==> src/stc_pkg.sv <==
// Package with register map, field layout, reset values and types of the SYSREF timing calibration.
// What this block does
// - Configuration bits 3:2 reset to 1 and pick 4, 16, 64 or 256 averages for codes 0 to 3.
// - Configuration bits 1:0 reset to 1 and pick 4, 16, 64 or 256 cycles per accumulation.
// - A longer accumulation lowers the variance of the result at the price of a longer run.
// - A run ends within 384 * 19 * 4^(average code + accumulation code + 2) cycles.
// - Status bit 17 reads 1 only while calibration is enabled and the run has finished.
// - Status bits 16:0 carry the computed delay word, meaningful only once bit 17 is 1.
// - In the delay word bit 16 is the clock invert, 15:8 the coarse and 7:0 the fine delay.
// - The status register cannot be written and holds no meaning before the first result.
// - The manual delay register resets to zero with coarse delay in 15:8 and fine in 7:0.
// - A 0-to-1 change of the enable bit launches a calibration run.
// - While enabled the manual register is ignored; while disabled it alone drives the delay.
// - Bit 16 of the manual register inverts the sampling clock when set.
package stc_pkg;

  // Register addresses as they stand on the configuration port.
  localparam logic [11:0] STC_ADDR_ENABLE = 12'h2b0;
  localparam logic [11:0] STC_ADDR_CONFIG = 12'h2b1;
  localparam logic [11:0] STC_ADDR_STATUS = 12'h2b2;
  localparam logic [11:0] STC_ADDR_MANUAL = 12'h2b5;

  // Field positions and reset values.
  localparam int STC_ENABLE_BIT = 0;
  localparam int STC_AVG_LSB = 2;
  localparam int STC_ACC_LSB = 0;
  localparam int STC_DONE_BIT = 17;
  localparam logic [3:0] STC_CONFIG_RESET = 4'h5;
  localparam logic [16:0] STC_MANUAL_RESET = 17'h00000;

  // Base count of one accumulation and the run-time bound factor 384 * 19.
  localparam logic [8:0] STC_ACC_BASE = 9'h004;
  localparam logic [31:0] STC_BOUND_BASE = 32'h00001c80;

  // Delay word applied to the sampling clock path.
  typedef struct packed {
    logic clk_invert;
    logic [7:0] coarse;
    logic [7:0] fine;
  } stc_delay_s;

  // Configuration fields.
  typedef struct packed {
    logic [1:0] average_count_sel;
    logic [1:0] accumulation_length_sel;
  } stc_cfg_s;

  // Calibration engine states.
  typedef enum logic [1:0] {
    STC_IDLE = 2'b00,
    STC_WAIT_EDGE = 2'b01,
    STC_ACCUM = 2'b10,
    STC_DONE = 2'b11
  } stc_state_e;

endpackage

==> src/stc_sysref_cal.sv <==
// SYSREF timing calibration engine with its configuration, status and manual delay registers.
`timescale 1ns/100ps
module stc_sysref_cal import stc_pkg::*; (
  // Clock and reset.
  input wire logic REF_CLK_I,
  input wire logic RSTN_I,
  // Register port from the configuration interface, same clock.
  input wire logic [11:0] REG_ADDR_I,
  input wire logic REG_WR_I,
  input wire logic [23:0] REG_WDATA_I,
  output logic [23:0] REG_RDATA_O,
  // Pins from the clock path.
  input wire logic SYSREF_I,
  input wire logic [16:0] PHASE_I,
  // Delay word to the aperture delay line.
  output stc_delay_s DELAY_WORD_O
);

  logic [1:0] sysref_sync_ff;
  logic sysref_prev_ff;
  logic [16:0] phase_meta_ff;
  logic [16:0] phase_ff;
  logic calibration_enable_ff, nxt_calibration_enable;
  logic enable_prev_ff;
  stc_cfg_s cfg_ff, nxt_cfg;
  stc_delay_s manual_ff, nxt_manual;
  stc_delay_s computed_delay_word_ff, nxt_computed_delay_word;
  stc_delay_s delay_out_ff, nxt_delay_out;
  logic [23:0] rdata_ff, nxt_rdata;
  stc_state_e state_ff, nxt_state;
  logic [8:0] acc_cnt_ff, nxt_acc_cnt;
  logic [8:0] avg_cnt_ff, nxt_avg_cnt;
  logic [32:0] sum_ff, nxt_sum;
  logic [31:0] run_cyc_ff, nxt_run_cyc;
  logic [8:0] acc_len;
  logic [8:0] avg_num;
  logic [4:0] shift;
  logic [32:0] sum_in;
  logic [16:0] avg_value;
  logic sysref_rise;
  logic launch;
  logic calibration_complete;

  // Two flops on each pin, plus a third on SYSREF for its edge; logic never looks at the first stage.
  always_ff @(posedge REF_CLK_I or negedge RSTN_I) begin
    if (!RSTN_I) begin
      sysref_sync_ff <= 2'h0;
      sysref_prev_ff <= 1'h0;
      phase_meta_ff <= 17'h00000;
      phase_ff <= 17'h00000;
    end else begin
      sysref_sync_ff <= {sysref_sync_ff[0], SYSREF_I};
      sysref_prev_ff <= sysref_sync_ff[1];
      phase_meta_ff <= PHASE_I;
      phase_ff <= phase_meta_ff;
    end
  end

  // Decoded sizes; the phase bus is assumed steady between SYSREF edges, so plain syncing holds.
  always_comb begin
    acc_len = STC_ACC_BASE << {cfg_ff.accumulation_length_sel, 1'b0};
    avg_num = STC_ACC_BASE << {cfg_ff.average_count_sel, 1'b0};
    // Five bits: the widest setting shifts by 16, which would wrap a four-bit count to zero.
    shift = 5'({cfg_ff.average_count_sel, 1'b0}) + 5'({cfg_ff.accumulation_length_sel, 1'b0})
      + 5'h04;
    sysref_rise = sysref_sync_ff[1] && !sysref_prev_ff;
    launch = calibration_enable_ff && !enable_prev_ff;
    sum_in = sum_ff + {16'h0000, phase_ff};
    avg_value = 17'(sum_in >> shift);
    calibration_complete = calibration_enable_ff && (state_ff == STC_DONE);
  end

  // Register writes; the status address takes no write at all.
  always_comb begin
    nxt_calibration_enable = calibration_enable_ff;
    nxt_cfg = cfg_ff;
    nxt_manual = manual_ff;
    if (REG_WR_I) begin
      case (REG_ADDR_I)
        STC_ADDR_ENABLE: nxt_calibration_enable = REG_WDATA_I[STC_ENABLE_BIT];
        STC_ADDR_CONFIG: nxt_cfg = REG_WDATA_I[3:0];
        STC_ADDR_MANUAL: nxt_manual = REG_WDATA_I[16:0];
        default: nxt_calibration_enable = calibration_enable_ff;
      endcase
    end
  end

  // Read mux, answered one cycle after the address; reserved bits read zero.
  always_comb begin
    case (REG_ADDR_I)
      STC_ADDR_ENABLE: nxt_rdata = {23'h000000, calibration_enable_ff};
      STC_ADDR_CONFIG: nxt_rdata = {20'h00000, cfg_ff};
      STC_ADDR_STATUS: nxt_rdata = {6'h00, calibration_complete, computed_delay_word_ff};
      STC_ADDR_MANUAL: nxt_rdata = {7'h00, manual_ff};
      default: nxt_rdata = 24'h000000;
    endcase
  end

  // Engine: wait for a SYSREF edge, accumulate, repeat per average, then load the word.
  always_comb begin
    nxt_state = state_ff;
    nxt_acc_cnt = acc_cnt_ff;
    nxt_avg_cnt = avg_cnt_ff;
    nxt_sum = sum_ff;
    nxt_computed_delay_word = computed_delay_word_ff;
    nxt_run_cyc = (state_ff == STC_WAIT_EDGE || state_ff == STC_ACCUM) ? run_cyc_ff + 32'h1
      : 32'h0;
    case (state_ff)
      STC_IDLE: begin
        if (launch) begin
          nxt_state = STC_WAIT_EDGE;
          nxt_sum = 33'h0;
          nxt_avg_cnt = 9'h000;
        end
      end
      STC_WAIT_EDGE: begin
        nxt_acc_cnt = 9'h000;
        if (sysref_rise) begin
          nxt_state = STC_ACCUM;
        end
      end
      STC_ACCUM: begin
        nxt_sum = sum_in;
        nxt_acc_cnt = acc_cnt_ff + 9'h001;
        if (acc_cnt_ff == acc_len - 9'h001) begin
          nxt_avg_cnt = avg_cnt_ff + 9'h001;
          nxt_state = STC_WAIT_EDGE;
          if (avg_cnt_ff == avg_num - 9'h001) begin
            nxt_computed_delay_word = avg_value;
            nxt_state = STC_DONE;
          end
        end
      end
      STC_DONE: nxt_state = STC_DONE;
      default: nxt_state = STC_IDLE;
    endcase
    // Dropping the enable aborts a run and clears completion at once.
    if (!calibration_enable_ff) begin
      nxt_state = STC_IDLE;
    end
  end

  // Manual word alone drives the line while disabled; the calibrated word otherwise.
  always_comb begin
    nxt_delay_out = calibration_enable_ff ? computed_delay_word_ff : manual_ff;
  end

  // State registers.
  always_ff @(posedge REF_CLK_I or negedge RSTN_I) begin
    if (!RSTN_I) begin
      calibration_enable_ff <= 1'h0;
      enable_prev_ff <= 1'h0;
      cfg_ff <= STC_CONFIG_RESET;
      manual_ff <= STC_MANUAL_RESET;
      computed_delay_word_ff <= 17'h00000;
      delay_out_ff <= 17'h00000;
      rdata_ff <= 24'h000000;
      state_ff <= STC_IDLE;
      acc_cnt_ff <= 9'h000;
      avg_cnt_ff <= 9'h000;
      sum_ff <= 33'h0;
      run_cyc_ff <= 32'h0;
    end else begin
      calibration_enable_ff <= nxt_calibration_enable;
      enable_prev_ff <= calibration_enable_ff;
      cfg_ff <= nxt_cfg;
      manual_ff <= nxt_manual;
      computed_delay_word_ff <= nxt_computed_delay_word;
      delay_out_ff <= nxt_delay_out;
      rdata_ff <= nxt_rdata;
      state_ff <= nxt_state;
      acc_cnt_ff <= nxt_acc_cnt;
      avg_cnt_ff <= nxt_avg_cnt;
      sum_ff <= nxt_sum;
      run_cyc_ff <= nxt_run_cyc;
    end
  end

  assign REG_RDATA_O = rdata_ff;
  assign DELAY_WORD_O = delay_out_ff;
endmodule // stc_sysref_cal

==> config.mk <==
export PLATFORM = sky130hd
export DESIGN_NAME = stc_sysref_cal
export DESIGN_NICKNAME = d
export VERILOG_FILES = /design/src/stc_pkg.sv /design/src/stc_sysref_cal.sv
export SDC_FILE = /design/constraint.sdc
export NUM_CORES = 1
export LEC_CHECK = 0
export BUFFER_PORTS_ARGS = -buffer_cell sky130_fd_sc_hd__buf_2
export CORE_ASPECT_RATIO = 0.5
export CORE_MARGIN = 1
export CORE_UTILIZATION = 55
export CTS_BUF_LIST = sky130_fd_sc_hd__clkbuf_4 sky130_fd_sc_hd__clkbuf_8
export CTS_CLUSTER_DIAMETER = 100
export DETAILED_ROUTE_END_ITERATION = 8
export GPL_ROUTABILITY_DRIVEN = 0
export GPL_TIMING_DRIVEN = 0
export PLACE_DENSITY = 0.83
export SYNTH_ARGS = -nofsm -noshare
export SYNTH_HDL_FRONTEND = slang
export SYNTH_SLANG_ARGS = --single-unit
==> constraint.sdc <==
create_clock -name REF_CLK_I -period 5.44 [get_ports REF_CLK_I]
set_input_delay 0.816 -clock REF_CLK_I [delete_from_list [all_inputs] [get_ports REF_CLK_I]]
set_output_delay 0.816 -clock REF_CLK_I [all_outputs]
set_load 0.05 [all_outputs]
After elaboration in Yosys (flattened, before gate mapping)
Index checks and enable logic that the tools add are counted.
{"block": "classes", "addsub": 7, "eq_ne": 14, "n_shift": 3, "n_mux": 14, "reduce_logical": 15}
{"op": "$pmux W18 S4", "count": 1}
{"op": "$pmux W33 S2", "count": 1}
{"op": "$eq A12 B10 Y1 const B", "count": 4}
{"op": "$pmux W9 S2", "count": 2}
{"op": "$add A33 B17 Y33", "count": 1}
{"op": "$mux W33", "count": 1}
{"op": "$shr A33 B5 Y17", "count": 1}
{"op": "$add A9 B1 Y9 const B", "count": 2}
{"op": "$eq A9 B9 Y1", "count": 2}
{"op": "$mux W9", "count": 2}
{"op": "$shl A3 B3 Y9 const A", "count": 2}
{"op": "$sub A9 B1 Y9 const B", "count": 2}
{"op": "$mux W17", "count": 1}
{"op": "$mux W2", "count": 5}
{"op": "$reduce_and A3 Y1", "count": 3}
{"op": "$pmux W2 S4", "count": 1}
{"op": "$reduce_and A2 Y1", "count": 4}
{"op": "$ne A3 B3 Y1 const B", "count": 2}
{"op": "$add A4 B3 Y5 const B", "count": 1}
{"op": "$add A3 B3 Y4", "count": 1}
{"op": "$eq A2 B2 Y1 const B", "count": 2}
{"op": "$reduce_bool A2 Y1", "count": 2}
{"op": "$logic_and A1 B1 Y1", "count": 3}
{"op": "$ne A3 B2 Y1 const B", "count": 1}
{"op": "5 further kinds", "count": 6}
{"block": "totals", "regBits": 171, "in_bits": 57, "out_inout_bits": 41}

Depth between registers and ports, before layout
{"block": "depth", "word_depth": 7, "ltp_mapped": 11, "depth_no_buf": 11}

Least setup slack after synthesis
No wires, ideal clock.
{"block": "synth_timing", "kind": "register to register", "startpoint": "register sum_ff[0]", "endpoint": "register computed_delay_word_ff[14] in the netlist's numbering", "setup_time_ps": 135, "arrival_ps": 2719, "required_time_ps": 5305, "path_slack_ps": 2586, "path_stages_with_launch": 12, "cell_sequence": "dfrtp_1 > ha_1 > inv_1 > fa_1 > nand2b_1 > a21oi_1 > o211ai_1 > a31oi_1 > xor2_1 > mux4_2 > a22oi_1 > o211ai_1"}
{"block": "synth_between", "elab_chain_len": 2}
{"element": "start, declared", "line_no": "stc_sysref_cal.sv:33", "rtl": "logic [32:0] sum_ff, nxt_sum;"}
{"element": "start signal, assigned", "line_no": "stc_sysref_cal.sv:174", "rtl": "sum_ff <= nxt_sum;"}
{"element": "$add A33 B17 Y33", "line_no": "stc_sysref_cal.sv:68", "rtl": "sum_in = sum_ff + {16'h0000, phase_ff};"}
{"element": "$shr A33 B5 Y17", "line_no": "stc_sysref_cal.sv:69", "rtl": "avg_value = 17'(sum_in >> shift);"}
{"element": "end signal, assigned", "line_no": "stc_sysref_cal.sv:168", "rtl": "computed_delay_word_ff <= nxt_computed_delay_word;"}
{"element": "end, declared", "line_no": "stc_sysref_cal.sv:27", "rtl": "stc_delay_s computed_delay_word_ff, nxt_computed_delay_word;"}
Every way passes these cells.
A chain may end at the register's enable or synchronous reset.

Final worst setup path
Same ends and word-level chain as after synthesis.

==> metrics.txt <==
max incr delay on CP 0.56 ns; Clk pwr share between 40% and 50%; outcome complete, no violations; Synth top area share 44.3%; fin. max-slew vios 0; setup tns final 0 ns; Tot Pwr roughly 0.0023 W; vias in the first global route 7715; nets approximately 1100; Max Cap Viol 0; Synth-to-Final Area Change 12.4%; PwrDens 221 nW/um^2; critical path launch point type flop; RSZ-0062 raised after global routing no; P_sw slightly below 0.0006 W; Crit Path Max Fanout 5; die area 17300 um^2; Critical Path RT a little under 6 ns; worst clock skew 0.0218 ns; adder-cell area share of the yosys netlist 4.08%; Cell Chain, Critical Path ha_1 -> inv_1 -> fa_1 -> nand2b_1 -> a21oi_1 -> o211ai_1 -> a31oi_1 -> xor2_1 -> mux4_2 -> a22oi_1 -> o211ai_1; die width 185 um; P_int 0.00170 W; post-route cell area roughly 10000 um^2; Worst VDD drop 199 uV; Rows 32; Hold Buf Count CTS 0; crit path kind flop to flop; TritonCTS buffer count 17; IO Pins 98; final hold viol count 0; Leak 4.86 nW; post-synthesis simple-gate area fraction 16.6%; layout cells sized above 1 20.2%; Final Setup Violations 0; post-route ant nets 0; CTS Buffer Depth 2; clk sink count ~170; hold crit path type input pin to async pin; root buf cell clkbuf_8; Slew @ Worst Pin just over 0.9 ns; post-synthesis compound-gate area fraction 18.9%; ant diodes 0; Post-Syn Instances about 900; vias 8014; area leader, netlist dfrtp_1; Synth Warn # 0; worst path bufs/invs 1; multiplexer area fraction after synthesis roughly 8.4%; initial core utilization around 58%; total gr overflow 0; Crit path top cell by count o211ai_1; post-synthesis sequential area ratio 44.9%; routed len/inst around 19 um; GRT Overall Usage 29.2%; non-filler cells in the finished layout 1259; Period Utilization, post-route between 60% and 70%; Placed Cells incl. Taps 1228; post-DP HPWL roughly 18 mm; fillers 1224; Resized cells post-CTS 0; largest family of logic cells by synthesized area compound AO/OA/AOI/OAI gates; cell at the slowest stage of the critical path a31oi_1; min Tclk post-route ~3.5 ns; TritonCTS clock tree built; DRC viols 0; Crit path max-delay family compound AO/OA/AOI/OAI gates; WHS 0.324 ns; Switching Share between 20% and 30%; Initial DRC Count 1110; xor and xnor fraction of the mapped netlist area 3.71%; number of enable flip-flop cells after synthesis 0; CP Capture Type flop; Clock Latency Late Sink slightly below 0.5 ns; first-pass GRT wire length 39.0 mm; Area contributors post-synth dfrtp_1, mux2_2, nand2_1; CTS HTree Levels 4; Top FF cell, synth dfrtp_1; Flop pwr share 54.4%; number of vias per cell 6.37; Max Freq 286 MHz; 1st-pass router iterations 8; Mean Syn Cell Area 10.0 um^2; Slew headroom 37.8%; drt total wl 24.1 mm; Die Span Y 93.5 um; dpl cell area 9950 um^2; clock-pin transition on the worst setup and hold timing paths 0.09 ns; PortBufs 83; pin count of the biggest net entering global routing 95; Logic pwr share between 5 and 6%; Post-Syn Area about 9200 um^2; Worst EP arrival 3.86 ns; post-CTS setup buffer count 0; ys async rst share 100%; initial antenna violation count 0; core footprint 15900 um^2; Synth Register Bits 165; R2R setup slack 1.94 ns; synth unique cells 92
-- final timing paths --
path	startpoint	endpoint	depth (start not counted)
worst min register to register	phase_meta_ff[12]	phase_ff[12]	0
worst max-delay path	sum_ff[0]	computed_delay_word_ff[14]	11
worst max register to register	sum_ff[0]	computed_delay_word_ff[14]	11
max in group asynchronous	RSTN_I	cfg_ff[2]	2
min in group REF_CLK_I	phase_meta_ff[12]	phase_ff[12]	0
worst min-delay path	RSTN_I	sum_ff[3]	1
-- layout make-up --
| cell class | count | area [um^2] | share of cell area [%] |
|---|---|---|---|
| Clock buffer | 17 | 234 | 2.26 |
| Inverter | 21 | 78.8 | 0.762 |
| Multi-Input combinational cell | 686 | 4770 | 46.2 |
| Buffer | 51 | 238 | 2.30 |
| Clock inverter | 14 | 163 | 1.57 |
| Sequential cell | 165 | 4130 | 39.9 |
| Timing Repair Buffer | 84 | 449 | 4.34 |
| Tap cell | 221 | 277 | 2.67 |
-- power groups by stage --
stage	logic (W)	registers [W]	clock network, W
final	0.000127	0.00125	0.000917
after global routing	0.000140	0.00125	0.000972
after CTS	0.000127	0.00125	0.000923
after detailed placement	0.000126	0.00127	0
after global placement	0.000120	0.00127	0
after floorplan	0.0000620	0.00127	0
-- cells in the mapped netlist, types with 7 or more instances --
| cell type | count |
|---|---|
| nand3_1 | 30 |
| mux2_2 | 45 |
| nand2b_1 | 19 |
| buf_2 | 7 |
| a21o_1 | 9 |
| inv_1 | 19 |
| and3_1 | 16 |
| o21ai_0 | 64 |
| nor3_1 | 14 |
| dfrtp_1 | 163 |
| o21ai_1 | 8 |
| nor2_1 | 54 |
| o31ai_1 | 10 |
| ha_1 | 26 |
| xor2_1 | 22 |
| o211ai_1 | 14 |
| clkbuf_1 | 34 |
| mux2i_1 | 14 |
| a22o_1 | 21 |
| a21oi_1 | 34 |
| and2_1 | 13 |
| or3_1 | 12 |
| nand2_1 | 95 |
| xnor2_1 | 17 |
| o221ai_1 | 8 |
| nand4_1 | 12 |
-- sequential cells by signal, summed over array words and instances (netlist names), 17 cells and up --
signal and flops:
DELAY_WORD_O 17, REG_RDATA_O 18, sum_ff 33, computed_delay_word_ff 17
phase_ff 17, manual_ff 17, phase_meta_ff 17
-- through the flow --
stage / worst slack, ns / util [%]
after detailed placement: 1.99 / 62.7
final: 1.94 / 65.2
after CTS: 2.03 / 65.2
after global routing: 1.69 / 65.2
after floorplan: 2.59 / -
after global placement: 1.18 / 62.5
-- metal layers --
metal	wire, um	GRT usage (%)	vias up
li1	-	-	3572
met1	10400	39.5	3865
met2	10500	44.4	490
met3	2520	8.33	87
met4	717	11.6	0
met5	0	0	-
-- kinds of logic after synthesis --
family                   after synthesis
AND/OR/NAND/NOR                      304
AO/OA/AOI/OAI                        243
flip-flops                           165
buffers and inverters                 72
multiplexers                          65
XOR/XNOR                              39
adder cells (fa/ha/maj)               29
other                                  1
-- layout by cell type, fill, tap and decap left out, drive strengths merged, types with 9 or more instances in the layout --
| cell type | n |
|---|---|
| and2 | 14 |
| inv | 28 |
| nand4 | 12 |
| ha | 26 |
| a21o | 9 |
| nand2 | 96 |
| nand3 | 30 |
| nand2b | 19 |
| mux2i | 14 |
| xor2 | 22 |
| nor3 | 15 |
| nor2 | 54 |
| o21ai | 73 |
| dfrtp | 163 |
| xnor2 | 17 |
| and3 | 16 |
| mux2 | 46 |
| o211ai | 15 |
| or3 | 12 |
| buf | 101 |
| a21oi | 37 |
| a22o | 21 |
| clkbuf | 51 |
| o31ai | 11 |
(Power assumes the default switching activity.)
